### config.mk
export PLATFORM = sky130hd
export DESIGN_NAME = monitor_config_regs
export DESIGN_NICKNAME = d
export VERILOG_FILES = /design/src/verilog/monitor_config_pkg.sv /design/src/verilog/cycle_timer.sv /design/src/verilog/monitor_config_regs.sv
export SDC_FILE = /design/constraint.sdc
export NUM_CORES = 1
export LEC_CHECK = 0
export ABC_AREA = 1
export BUFFER_PORTS_ARGS = -buffer_cell sky130_fd_sc_hd__buf_2
export CAP_MARGIN = 5
export CORE_UTILIZATION = 30
export CTS_BUF_LIST = sky130_fd_sc_hd__clkbuf_8
export DETAILED_ROUTE_END_ITERATION = 12
export GPL_TIMING_DRIVEN = 0
export PLACE_DENSITY_LB_ADDON = 0.1
export SETUP_SLACK_MARGIN = 0.1
export SLEW_MARGIN = 5
export SYNTH_ARGS = -nofsm -noshare
export SYNTH_HDL_FRONTEND = slang
export SYNTH_SLANG_ARGS = --single-unit
export TNS_END_PERCENT = 20
### constraint.sdc
create_clock -name core_clk -period 3.6 [get_ports core_clk]
set_clock_uncertainty 0.15 [all_clocks]
set_input_delay 0.18 -clock core_clk [delete_from_list [all_inputs] [get_ports core_clk]]
set_output_delay 0.18 -clock core_clk [all_outputs]
set_load 0.03 [all_outputs]
### src/verilog/monitor_config_pkg.sv
// Package with the addresses, field positions and timing counts of the monitor configuration slice.
package monitor_config_pkg;
  // ***************************************************************
  // Register map
  // ***************************************************************
  localparam logic [7:0] ADDR_STEP14_RESULT = 8'h2e;
  localparam logic [7:0] ADDR_STEP15_RESULT = 8'h2f;
  localparam logic [7:0] ADDR_MONITOR_CONFIG = 8'h40;
  localparam logic [15:0] RESULT_RESET = 16'h0000;
  localparam logic [15:0] CONFIG_RESET = 16'h0000;
  localparam logic [15:0] READ_UNMAPPED = 16'h0000;
  // Writable bits 15:12, 8, 2:0; reserved bits 11:9 and 7:3 stay zero.
  localparam logic [15:0] CONFIG_WRITE_MASK = 16'hf107;

  // ***************************************************************
  // Field positions of the monitor configuration register
  // ***************************************************************
  localparam int BIT_SECTION1_CRC_EN = 15;
  localparam int BIT_CRC_TYPE = 14;
  localparam int BIT_SCLK_COUNTER_EN = 13;
  localparam int BIT_TIMEOUT_EN = 12;
  localparam int BIT_FAULT_POLARITY = 8;
  localparam int BIT_HOST_LOSS_POLARITY = 2;
  localparam int WINDOW_HI = 1;
  localparam int WINDOW_LO = 0;

  // ***************************************************************
  // Timing, counted in internal oscillator cycles
  // ***************************************************************
  localparam int TIMER_WIDTH = 15;
  localparam int CS_TIMEOUT_CYCLES = 16384;
  localparam int WINDOW_SHORT_CYCLES = 5120;
  localparam int WINDOW_MID_CYCLES = 10240;
  localparam int WINDOW_LONG_CYCLES = 20480;

  // Watchdog window codes.
  typedef enum logic [1:0]
  {
    WINDOW_OFF = 2'b00,
    WINDOW_SHORT = 2'b01,
    WINDOW_MID = 2'b10,
    WINDOW_LONG = 2'b11
  } host_window_t;
endpackage

### src/verilog/cycle_timer.sv
// Restartable cycle counter that flags when a programmed limit is reached.
`timescale 1ns/100ps
module cycle_timer
  import monitor_config_pkg::*;
(
  input wire logic core_clk,
  input wire logic rst,
  input wire logic run,
  input wire logic restart,
  input wire logic [monitor_config_pkg::TIMER_WIDTH-1:0] limit,
  output logic done_q
);
  import monitor_config_pkg::*;

  logic [TIMER_WIDTH-1:0] count_q;
  logic [TIMER_WIDTH-1:0] count_d;
  logic done_d;

  // Count while running; done rises when limit cycles have elapsed and holds until restart.
  always_comb
  begin
    count_d = count_q;
    done_d = done_q;
    if (restart)
    begin
      count_d = '0;
      done_d = 1'b0;
    end
    else if (run && !done_q)
    begin
      count_d = count_q + 1'b1;
      if (count_d == limit)
      begin
        done_d = 1'b1;
      end
    end
  end

  // State registers.
  always_ff @(posedge core_clk or posedge rst)
  begin
    if (rst)
    begin
      count_q <= '0;
      done_q <= 1'b0;
    end
    else
    begin
      count_q <= count_d;
      done_q <= done_d;
    end
  end
endmodule

### src/verilog/monitor_config_regs.sv
// Converter result registers, device monitor configuration, fault pin, frame timeout and host-loss watchdog.
//
// Contract
// - Read-only result of converter B step 14 at 2Eh, reset zero.
// - Read-only result of converter B step 15 at 2Fh, reset zero.
// - Both results are signed two's complement across bits 15 to 0.
// - Monitor configuration at 40h resets to zero, all features off.
// - Bit 15 enables CRC over register section 40h to 59h.
// - Bit 14 picks CRC polynomial: 0 CCITT, 1 ANSI; host must match.
// - Bit 13 enables the serial clock edge counter.
// - Bit 12: chip select low too long drops rest of frame.
// - Fault output active on any unmasked fault; bit 8 sets level.
// - Watchdog flags host loss without valid command; window bits 1:0, polarity bit 2.
`timescale 1ns/100ps
module monitor_config_regs
  import monitor_config_pkg::*;
#(
  parameter int TIMEOUT_CYCLES = monitor_config_pkg::CS_TIMEOUT_CYCLES,
  parameter int WD_SHORT_CYCLES = monitor_config_pkg::WINDOW_SHORT_CYCLES,
  parameter int WD_MID_CYCLES = monitor_config_pkg::WINDOW_MID_CYCLES,
  parameter int WD_LONG_CYCLES = monitor_config_pkg::WINDOW_LONG_CYCLES
)
(
  input wire logic core_clk,
  input wire logic rst,
  input wire logic [7:0] reg_addr,
  input wire logic reg_wr,
  input wire logic [15:0] reg_wdata,
  input wire logic reg_rd,
  output logic [15:0] reg_rdata_q,
  input wire logic [15:0] step14_value,
  input wire logic step14_load,
  input wire logic [15:0] step15_value,
  input wire logic step15_load,
  input wire logic chip_select_low,
  input wire logic crc_valid_cmd,
  input wire logic fault_active,
  output logic regmap_section1_crc_enable_q,
  output logic crc_type_ansi_q,
  output logic sclk_counter_enable_q,
  output logic frame_ignore_q,
  output logic fault_pin_q,
  output logic host_loss_pin_q
);
  import monitor_config_pkg::*;

  // ***************************************************************
  // Helpers
  // ***************************************************************

  // Window length for a watchdog code; the off code maps to zero.
  function automatic logic [TIMER_WIDTH-1:0] window_cycles(input logic [1:0] code);
    logic [TIMER_WIDTH-1:0] n;
    n = '0;
    case (host_window_t'(code))
      WINDOW_SHORT: n = TIMER_WIDTH'(WD_SHORT_CYCLES);
      WINDOW_MID: n = TIMER_WIDTH'(WD_MID_CYCLES);
      WINDOW_LONG: n = TIMER_WIDTH'(WD_LONG_CYCLES);
      default: n = '0;
    endcase
    return n;
  endfunction

  // ***************************************************************
  // Registers
  // ***************************************************************
  logic [15:0] step14_q;
  logic [15:0] step14_d;
  logic [15:0] step15_q;
  logic [15:0] step15_d;
  logic [15:0] config_q;
  logic [15:0] config_d;
  logic [15:0] rdata_d;
  logic write_ok;

  // Writes that arrive in a frame already timed out are part of the ignored remainder.
  assign write_ok = reg_wr && !frame_ignore_q;

  // Result registers load from the converter; host writes never reach them.
  always_comb
  begin
    step14_d = step14_q;
    step15_d = step15_q;
    if (step14_load)
    begin
      step14_d = step14_value;
    end
    if (step15_load)
    begin
      step15_d = step15_value;
    end
  end

  // Configuration write with reserved bits forced to zero.
  always_comb
  begin
    config_d = config_q;
    if (write_ok && reg_addr == ADDR_MONITOR_CONFIG)
    begin
      config_d = reg_wdata & CONFIG_WRITE_MASK;
    end
  end

  // Read decode; the answer appears one cycle after the read strobe.
  always_comb
  begin
    rdata_d = reg_rdata_q;
    if (reg_rd)
    begin
      if (reg_addr == ADDR_STEP14_RESULT)
      begin
        rdata_d = step14_q;
      end
      else if (reg_addr == ADDR_STEP15_RESULT)
      begin
        rdata_d = step15_q;
      end
      else if (reg_addr == ADDR_MONITOR_CONFIG)
      begin
        rdata_d = config_q & CONFIG_WRITE_MASK;
      end
      else
      begin
        rdata_d = READ_UNMAPPED;
      end
    end
  end

  // Register storage, all cleared by reset.
  always_ff @(posedge core_clk or posedge rst)
  begin
    if (rst)
    begin
      step14_q <= RESULT_RESET;
      step15_q <= RESULT_RESET;
      config_q <= CONFIG_RESET;
      reg_rdata_q <= READ_UNMAPPED;
    end
    else
    begin
      step14_q <= step14_d;
      step15_q <= step15_d;
      config_q <= config_d;
      reg_rdata_q <= rdata_d;
    end
  end

  // ***************************************************************
  // Chip select synchroniser and frame timeout
  // ***************************************************************
  logic cs_s1_q;
  logic cs_s2_q;
  logic cs_s3_q;
  logic cs_level_q;
  logic cs_level_d;
  logic cs_fall;
  logic cs_rise;
  logic ignore_d;
  logic timeout_done;

  // The level only changes once the second and third stages agree, filtering one-cycle glitches.
  always_comb
  begin
    cs_level_d = cs_level_q;
    if (cs_s2_q == cs_s3_q)
    begin
      cs_level_d = cs_s3_q;
    end
  end

  assign cs_fall = cs_level_q && !cs_level_d;
  assign cs_rise = !cs_level_q && cs_level_d;

  // Once the timer expires the frame is dropped until chip select rises again.
  always_comb
  begin
    ignore_d = frame_ignore_q;
    if (cs_rise || cs_fall)
    begin
      ignore_d = 1'b0;
    end
    // The timer keeps its done flag after chip select rises, so only a selected frame may be dropped.
    else if (timeout_done && config_q[BIT_TIMEOUT_EN] && !cs_level_q)
    begin
      ignore_d = 1'b1;
    end
  end

  cycle_timer frame_timer
  (
    .core_clk(core_clk),
    .rst(rst),
    .run(config_q[BIT_TIMEOUT_EN] && !cs_level_q),
    .restart(cs_fall),
    .limit(TIMER_WIDTH'(TIMEOUT_CYCLES)),
    .done_q(timeout_done)
  );

  // Chip select idles high, so the synchroniser resets to the deselected level.
  always_ff @(posedge core_clk or posedge rst)
  begin
    if (rst)
    begin
      cs_s1_q <= 1'b1;
      cs_s2_q <= 1'b1;
      cs_s3_q <= 1'b1;
      cs_level_q <= 1'b1;
      frame_ignore_q <= 1'b0;
    end
    else
    begin
      cs_s1_q <= chip_select_low;
      cs_s2_q <= cs_s1_q;
      cs_s3_q <= cs_s2_q;
      cs_level_q <= cs_level_d;
      frame_ignore_q <= ignore_d;
    end
  end

  // ***************************************************************
  // Host-loss watchdog and output pins
  // ***************************************************************
  logic [1:0] window_code;
  logic host_lost_q;
  logic host_lost_d;
  logic wd_done;
  logic fault_pin_d;
  logic host_loss_pin_d;

  assign window_code = config_q[WINDOW_HI:WINDOW_LO];

  // Every valid command restarts the window; the off code holds the timer cleared.
  cycle_timer host_watchdog
  (
    .core_clk(core_clk),
    .rst(rst),
    .run(window_code != WINDOW_OFF),
    .restart(crc_valid_cmd || window_code == WINDOW_OFF),
    .limit(window_cycles(window_code)),
    .done_q(wd_done)
  );

  // Host loss latches until the host turns detection off, which is the only way to clear it.
  always_comb
  begin
    host_lost_d = host_lost_q;
    if (window_code == WINDOW_OFF)
    begin
      host_lost_d = 1'b0;
    end
    else if (wd_done)
    begin
      host_lost_d = 1'b1;
    end
  end

  // Pin levels follow the chosen polarity: active level equals the polarity bit.
  always_comb
  begin
    fault_pin_d = config_q[BIT_FAULT_POLARITY] ? fault_active : !fault_active;
    host_loss_pin_d = config_q[BIT_HOST_LOSS_POLARITY] ? host_lost_d : !host_lost_d;
  end

  // Output flops; after reset both pins sit at the inactive low-polarity level, high.
  always_ff @(posedge core_clk or posedge rst)
  begin
    if (rst)
    begin
      host_lost_q <= 1'b0;
      fault_pin_q <= 1'b1;
      host_loss_pin_q <= 1'b1;
      regmap_section1_crc_enable_q <= 1'b0;
      crc_type_ansi_q <= 1'b0;
      sclk_counter_enable_q <= 1'b0;
    end
    else
    begin
      host_lost_q <= host_lost_d;
      fault_pin_q <= fault_pin_d;
      host_loss_pin_q <= host_loss_pin_d;
      regmap_section1_crc_enable_q <= config_d[BIT_SECTION1_CRC_EN];
      crc_type_ansi_q <= config_d[BIT_CRC_TYPE];
      sclk_counter_enable_q <= config_d[BIT_SCLK_COUNTER_EN];
    end
  end
endmodule

==> summary.md, run 1 <==
The total count of hold-check failures in the final report was 0; the post-synthesis instance area was 4746 µm². Leaving out filler cells and counting taps, the final layout contains 929. The tools report the headroom to the max-slew limit as 54.34%. Of all nets on the critical path, the largest fanout is 9. The tools report the arrival time at the worst endpoint as 2.27 ns.

The kind of cell with the highest combined delay along the critical path is flip-flops. The required time reported for the critical path endpoint came out at 3.75 ns. Worst-case hold slack: 0.04792 ns. The critical path runs through a total of 7 cells. After detailed routing, the average wire length per cell comes to 13.41 µm. The clock tree synthesis step divided the H-tree into 3 levels. In the layout the commonest cells are 136 x sky130_fd_sc_hd__nand2_1, 90 x sky130_fd_sc_hd__dfrtp_1, 83 x sky130_fd_sc_hd__inv_1, 83 x sky130_fd_sc_hd__buf_2, 64 x sky130_fd_sc_hd__o21ai_0. Detailed placement finished with a half-perimeter wire length of 9.071 mm. The final critical path time including I/O delays and setup works out to 2.119 ns. Synthesis produced a netlist with a net count of 643.

The clock net in this run drives a total of 96 sinks. The clock passes through at most 2 buffers. From synthesis to final layout, the design area changed by 28.39%.

Per report_power, the clock group accounts for 31.6% of the total. In the final layout, the share of cells above drive strength 1 is 18.25%. OpenSTA, run right after detailed placement, puts the worst setup slack at 1.464 ns. The number of violations of the max-capacitance limit is 0. Leaving out fill and tap cells, the most frequent cell in the layout is sky130_fd_sc_hd__nand2_1.

The height of the die was 127.8 µm; the total of endpoints with negative setup slack in the final report was 0. The routed layout has 4241 vias. For the pin with the worst max-slew slack, the measured transition is 0.6849 ns. For the worst-skew pair, the clock arrives at the later sink with an insertion delay of 0.38 ns. Number of buffer cells added on primary ports: 78. The initial antenna violation count is 0, and the switching share of power is 28.68%. For the largest net degree at the start of global routing, the log shows 52.

The number of rows in the core area came out at 45. TritonCTS built the clock tree. The flow ran to the end, and the final reports show no timing, DRC or antenna violations. The die is 127.8 µm wide. The max-slew violation total from the final report came out at 0.

The period utilization is 58.85%. The cell that appears most often on the critical path is sky130_fd_sc_hd__inv_1. Synthesized area per cell: 8.268 µm². The largest individual stage delay along the critical path comes from the cell sky130_fd_sc_hd__dfstp_2. Combinational logic burns 13.2% of the power. The logs give 30.99% for the initial core utilization and 4268 for the number of global-route vias before repair.

By startpoint and endpoint, the worst setup path is classified as register to register. The average vias per placed instance is 4.565. The worst register-to-register path ends at frame_timer.count_q[2]$_DFFE_PP0P_.

The congestion estimate from routability-driven global placement came to 0.8477. The worst ir drop on vdd was 0.1630 mV. Placed instance area: 5430 µm².

In this run, the number of DRC markers left after iteration 0 of detailed routing was 246. 0 antenna diodes ended up in the layout. In this run, placement finished with an instance count of 864. The tools report the type of origin of the critical path as a register. The logs give 1.48 ns for the register-to-register path setup slack and 0 for the aggregate global routing overflow.

The number of cells on the worst reg-to-reg path was 7. The tools report the end of the critical path as frame_timer.count_q[2]$_DFFE_PP0P_. Dividing total power by cell area gives a power density of 345.3 nW/µm². The combined global-route utilization of all metal layers came out at 16.52%.

The tools report the part of the power in registers as 55.2%. For this run, design rule violations remaining after detail routing come to 0. Stage delay of the slowest cell on the critical path: 0.58 ns. The run gives 2.836 nW as the leakage power figure.

The worst setup path is captured at a register. Setup repair after global routing left no endpoint under its margin. The net total in the final layout is 782. The number of buffers created by CTS came out at 9. The share of the Yosys chip area taken by registers is 50.78%. The count of synthesis-stage warnings from yosys is 0.

The tree is rooted in a sky130_fd_sc_hd__clkbuf_8. The number of buffers and inverters on the critical path is 2, and the post-synthesis cell type count is 32. 87 I/O pins were placed.

Once routing completed, OpenROAD measured the worst setup slack at 1.481 ns. The die covers 16330 µm². The cell count after synthesis is 574. Traced cell by cell, the critical path runs through a21oi_1 > nor2_1 > inv_1 > ha_1 > nor2_2 > inv_1 > o21ai_0.

The run gives 20.91 mm as the global-route wire length before repair. The wire length reported by the detailed router came out at 12.46 mm. Synthesis inferred 96 register bits.

The analysis attributes to net switching a power of 0.6034 mW. Derived from the worst setup path, the maximum achievable clock frequency is 472.0 MHz. The startpoint identified for the worst register-to-register timing path is cs_level_q$_DFF_PP1_. Measured on the finished design, the core utilization comes to 39.79%. The number of nets with antenna violations after detailed routing is 0, and the clock input transition at the sequential cells of the worst setup and hold paths is 0.10 ns. The core region is 15310 µm². Worst setup path startpoint: cs_level_q$_DFF_PP1_.

After routing the design area is 6093 µm². The min-delay analysis places its worst path in the category input port to register. For the internal power of the cells, the log shows 1.501 mW. First-pass iteration count of the detailed router: 5.
## state kept, by name, summed over array words and instances (netlist names)
signal	cells
step15_q	16
cs_s1_q	1
reg_rdata_q	16
config_q	8
step14_q	16
host_lost_q	1
host_watchdog.count_q	15
frame_timer.count_q	15
frame_timer.done_q	1
frame_ignore_q	1
cs_s2_q	1
host_loss_pin_q	1
fault_pin_q	1
host_watchdog.done_q	1
cs_level_q	1
cs_s3_q	1
## power by group through the flow
stage	registers, mW	logic (mW)	clock network, mW
floorplan	1.21	0.109	0
global placement	1.18	0.230	0
detailed placement	1.18	0.238	0
CTS	1.16	0.281	0.692
global route	1.17	0.311	0.726
finish	1.16	0.277	0.665
## cell usage after synthesis, drive strengths merged
library cell  number  area share [%]
clkbuf            10            0.79
nor2              38             4.2
dfstp              6             3.3
or2                1            0.13
a21oi              4            0.74
nand2            142              12
o22ai             11             1.5
inv               86             6.8
xor2               9             1.7
o22a               8             1.5
ha                 4             1.1
xnor2              3            0.55
o21ai             75             7.9
o221ai             8             1.5
dfrtp             90              47
nand3             48             5.3
buf                5            0.53
clkinv             1           0.079
o21a               8             1.3
nand4              9             1.2
nand3b             2            0.32
nor3               4            0.42
nand2b             1            0.13
a21boi             1            0.16
## worst min path at each step
stage                          startpoint                  endpoint  slack (ns)  cells after the start
final                              reg_wr  config_q[12]$_DFFE_PP0P_        0.05                      4
after global routing               reg_wr  config_q[13]$_DFFE_PP0P_        0.06                      4
after CTS                          reg_wr   config_q[8]$_DFFE_PP0P_        0.04                      4
after detailed placement  chip_select_low         cs_s1_q$_DFF_PP1_        0.14                      1
after global placement    chip_select_low         cs_s1_q$_DFF_PP1_        0.14                      1
after floorplan           chip_select_low         cs_s1_q$_DFF_PP1_        0.03                      0
## cell type report
type / instances / area, µm²
plain buffers: 15 / 62.56
clock buffers: 9 / 123.9
clock inverters: 7 / 48.80
fillers: 1606 / 9221
inverters: 87 / 329.1
multi-input cells: 376 / 1947
flip-flops and latches: 96 / 2410
well taps: 211 / 264.0
repair buffers: 128 / 908.4
## routing by layer
layer / share of wire (%) / global-route usage, % / vias to the layer above
li1: - / - / 2150
met1: 49 / 21.79 / 1989
met2: 46 / 27.17 / 90
met3: 3.5 / 2.546 / 12
met4: 1.7 / 6.644 / 0
met5: 0 / 0 / -
## per-stage QoR
step           setup TNS (ns)  power [mW]
6_report                    0       2.104
2_1_floorplan               0       1.319
5_1_grt                     0       2.205
3_3_place_gp           -57.98       1.413
3_5_place_dp                0       1.421
4_1_cts                     0       2.135
## cell families after synthesis
kind of cell,after synthesis,synth area share (%)
AO/OA/AOI/OAI,115,14.47
XOR/XNOR,12,2.215
adder cells (fa/ha/maj),4,1.055
buffers and inverters,102,8.199
AND/OR/NAND/NOR,245,23.28
flip-flops,96,50.78
## what timing repair did
action                    in CTS  in global routing
resized for setup              0                  0
hold endpoints to repair      90                  0
hold buffers                  49                  0
setup buffers                  0                  0
## worst reg2reg max path, stage by stage, from the launching register on
cell	delay, ns
sky130_fd_sc_hd__dfstp_2	0.58
sky130_fd_sc_hd__a21oi_1	0.07
sky130_fd_sc_hd__nor2_1	0.15
sky130_fd_sc_hd__inv_1	0.06
sky130_fd_sc_hd__ha_1	0.22
sky130_fd_sc_hd__nor2_2	0.36
sky130_fd_sc_hd__inv_1	0.25
sky130_fd_sc_hd__o21ai_0	0.20
No activity file was read; power rests on OpenSTA's default activity.
==> run 2, diff against run 1 <==
--- a/config.mk
+++ b/config.mk
@@ -5,7 +5,7 @@
 export SDC_FILE = /design/constraint.sdc
 export NUM_CORES = 1
 export LEC_CHECK = 0
-export ABC_AREA = 1
+export ABC_AREA = 0
 export BUFFER_PORTS_ARGS = -buffer_cell sky130_fd_sc_hd__buf_2
 export CAP_MARGIN = 5
 export CORE_UTILIZATION = 30
==> constraint.sdc (replaced) <==
create_clock -name core_clk -period 1.83 [get_ports core_clk]
set_clock_uncertainty 0.15 [all_clocks]
set_input_delay 0.0915 -clock core_clk [delete_from_list [all_inputs] [get_ports core_clk]]
set_output_delay 0.0915 -clock core_clk [all_outputs]
set_load 0.03 [all_outputs]
==> summary.md, run 2 <==
The clock input transition at the sequential cells of the worst setup and hold paths was 0.09 ns; the net switching power was 1.122 mW. Summed over all cells, the static leakage comes to 2.734 nW. In this run the count of I/O pins placed on the die edge is 87. Power spread over the standard cell area amounts to 675.9 nW/µm². Yosys printed 0 warnings. The switching share of power came out at 26.25%. The die covers 15830 µm². The net total in the final layout is 652, and the number of cells on the worst hold path is 2. In this run the vertical extent of the chip is 125.8 µm. The terminus of the critical flop-to-flop path is frame_timer.done_q$_DFFE_PP0P_.

Cell internal power was estimated by the tool at 3.152 mW. The worst register-to-register path begins at frame_timer.count_q[3]$_DFFE_PP0P_. In this design, the largest share of critical-path delay is due to simple AND/OR/NAND/NOR gates. Leaving out fill and tap cells, the most frequent cell in the layout is sky130_fd_sc_hd__dfrtp_1.

The run gives 48 as the post-synthesis cell type count. For the post-layout instance count excluding filler cells, the log shows 772. For the final core area utilization, the log shows 42.85%.

The largest registers in the layout are reg_rdata_q: 16 flops, step14_q: 16 flops, step15_q: 16 flops. Cell count after synthesis: 430. Counting both buffers and inverters, the worst setup path holds a total of 0. The tools report the count of clock tree sinks as 96. In this run the tightest slew margin relative to its limit is 55.16%. Across the whole layout, storage elements account for 2414 µm². The share of total power dissipated in sequential elements is 54.2%.

The initial DRC count is 148. Once detail routing completed, the nets flagged for antenna violations numbered 0. Among all cell types in the netlist, the one instantiated most often is sky130_fd_sc_hd__dfrtp_1. After filler insertion, the fill cell instance count of the layout stands at 1482. The chip width is 125.8 µm, and the routed metal-1 wire length is 5.575 mm. The remaining routing DRC violations was 0. The diode insertion count for antenna repair was 0; the register-to-register path setup slack was -0.19 ns. The number of synthesized flops with an enable pin came out at 0.

The worst setup path category is register to register. In the routed layout, each cell is associated on average with a via count of 4.815. The total overflow left after global routing is 0. When the netlist entered floorplanning its net count stood at 499. The routed layout has 3717 vias. Setup violations remaining at the end of the flow were counted as 5. By area the synthesized netlist is led by sky130_fd_sc_hd__dfrtp_1 49%, sky130_fd_sc_hd__mux2_2 9.8%, sky130_fd_sc_hd__xnor2_1 5.3%. TritonCTS created 9 clock buffers. TritonCTS built the clock tree. After layout, the minimum clock period comes to 2.023 ns.

The number of global-route vias before repair was 3950; the aggregate negative setup slack was -0.3931 ns. Across the run, the number of max-cap violations was 0. The required time reported for the critical path endpoint was 1.96 ns. Wire segments on met2 add up to 5.414 mm in the final route.

Total count of hold-check failures in the final report: 0. The run finished, with violations left. The sequential-to-total area share from yosys stat is 52.41%, and the number of cells on the worst reg-to-reg path is 5. Actual transition at the worst max-transition pin: 0.6712 ns. The worst ir drop on vdd was 0.4473 mV; the share of post-route cells with drive strength above 1 was 37.59%. Walking the worst path, the cells encountered are or4_4 > nor4_4 > a41oi_1 > or3_1 > o41ai_2.

Setup repair after global routing could not meet its margin everywhere. The proportion of netlist area held by the largest area contributor was 48.98%; the arrival time at the worst endpoint was 2.16 ns. For the detailed-routed wire length on met3, the log shows 403 µm. In this run the worst path has a maximum fanout of 2.

Cell with the biggest individual delay on the critical path: sky130_fd_sc_hd__or4_4. The initial core utilization is 31.17%. Summing every instance area after synthesis gives 4598 µm². The logs give 2 for the buffer depth of the longest clock path and 692 for the number of placed cells counting well taps. After detailed routing, the average wire length per cell comes to 14.97 µm.

The run gives 7.801 mm as the post-DP HPWL. Relative to the synthesized area, the layout overhead comes to 37.50%. At the placement stage, the worst setup path has a slack of -0.4285 ns.

Static timing analysis puts the maximum clock frequency at 494.3 MHz. Summing all multi-input logic gate instances after layout gives 2288 µm². Max-slew violation total from the final report: 0.

By count the netlist is led by 90 x sky130_fd_sc_hd__dfrtp_1, 61 x sky130_fd_sc_hd__nor2_1, 41 x sky130_fd_sc_hd__nand2_1. The first detailed-routing pass ran for 4 iterations. For this run, the slowest stage of the critical path takes 0.54 ns. The clock network is responsible for 33.2% of the overall power.

CTS built an H-tree with a depth of 3. In the layout the commonest cells are 87 x sky130_fd_sc_hd__dfrtp_1, 77 x sky130_fd_sc_hd__buf_2, 53 x sky130_fd_sc_hd__nor2_1, 46 x sky130_fd_sc_hd__dlygate4sd3_1, 40 x sky130_fd_sc_hd__mux2_2. The total power is 4.273 mW.

The later pin in the worst-skew pair is clocked with a latency of 0.38 ns. The number of buffer cells added on primary ports is 76, and the combined global-route utilization of all metal layers is 15.52%. The final RePlAce weighted congestion was 0.7846.

The period utilization was 110.5%. For this block, the routed nets add up to 11.55 mm of wire. After synthesis the netlist holds a flip-flop and latch count of 96. CTS placed an instance of sky130_fd_sc_hd__clkbuf_8 at the clock tree root. The initial antenna violation count came out at 0. After detailed routing, no signal wire sits above met4. Of all cell types, the one taking the most synthesized area is sky130_fd_sc_hd__dfrtp_1.

Entering global routing, the biggest net connects 38 pins. The core region is 14750 µm². Final critical-path setup slack: -0.1930 ns. The kind of capture point of the worst setup path is a register. The number of rows in the core area was 44; the synthesized area per cell was 10.69 µm². The worst hold path belongs to the class input port to register.

The most used flip-flop cell after synthesis is sky130_fd_sc_hd__dfrtp_1. The type of origin of the critical path is a register. The startpoint identified for the worst hold timing path is step15_load. The share of total power dissipated in combinational logic is 12.7%. The checks that failed: negative setup slack.

The first global-routing pass estimated 19.55 mm of wire. For hold timing, the worst endpoint is step15_q[9]$_DFFE_PP0P_. After synthesis, the share of flip-flops with an asynchronous set or reset is 100.0%.
run 2: how the worst max path moves through the flow:
stage                                               startpoint                               end  cells past startpoint
after floorplan           host_watchdog.count_q[0]$_DFFE_PP0P_  host_watchdog.done_q$_DFFE_PP0P_                      7
after global placement          frame_timer.done_q$_DFFE_PP0P_    frame_timer.done_q$_DFFE_PP0P_                      4
after detailed placement  host_watchdog.count_q[0]$_DFFE_PP0P_  host_watchdog.done_q$_DFFE_PP0P_                      7
after CTS                   frame_timer.count_q[0]$_DFFE_PP0P_    frame_timer.done_q$_DFFE_PP0P_                      6
after global routing        frame_timer.count_q[3]$_DFFE_PP0P_    frame_timer.done_q$_DFFE_PP0P_                      5
final                       frame_timer.count_q[3]$_DFFE_PP0P_    frame_timer.done_q$_DFFE_PP0P_                      5
run 2: per-stage QoR:
| step | area (µm²) | hold WS [ns] |
|---|---|---|
| 6_report | 6322 | 0.06283 |
| 5_1_grt | 6322 | 0.05714 |
| 4_1_cts | 6118 | 0.03803 |
| 3_5_place_dp | 5253 | 0.05034 |
| 3_3_place_gp | 5213 | 0.05007 |
| 2_1_floorplan | 4602 | -0.05402 |
run 2: cell families after synthesis:
group / share of synthesized area (%)
AOI/OAI and AO/OA: 7.348
xor gates and xnor gates: 8.381
adders and majority gates: 1.088
buffers and inverters: 2.394
DFF: 52.41
muxes: 10.45
and+or+nand+nor: 17.93
run 2: timing repair:
item	4_1_cts	5_1_grt
setup endpoints to repair	49	43
endpoints found under the hold margin	68	1
pin swaps	11	12
hold buffers	45	1
gates resized for setup	35	45
setup buffers	15	5
run 2: cell type report:
| type | count | share of cell area (%) |
|---|---|---|
| inverter | 4 | 0.2969 |
| clock inverter | 7 | 1.148 |
| timing repair buffer | 144 | 16.43 |
| clock buffer | 9 | 1.959 |
| tap | 184 | 3.641 |
| sequential | 96 | 38.18 |
| multi-input combinational | 306 | 36.20 |
| buffer | 22 | 2.157 |
run 2: metal layers:
| layer | vias to the layer above | GRT usage [%] |
|---|---|---|
| met3 | 12 | 3.526 |
| met2 | 67 | 25.59 |
| met5 | - | 0 |
| li1 | 1811 | - |
| met1 | 1827 | 20.11 |
| met4 | 0 | 5.245 |
run 2: power by group through the flow:
stage | Combinational, mW | Sequential, mW | Clock, mW
after floorplan | 0.204 | 2.40 | 0
after global placement | 0.411 | 2.36 | 0
after detailed placement | 0.429 | 2.36 | 0
after CTS | 0.533 | 2.31 | 1.48
after global routing | 0.595 | 2.33 | 1.56
final | 0.541 | 2.31 | 1.42
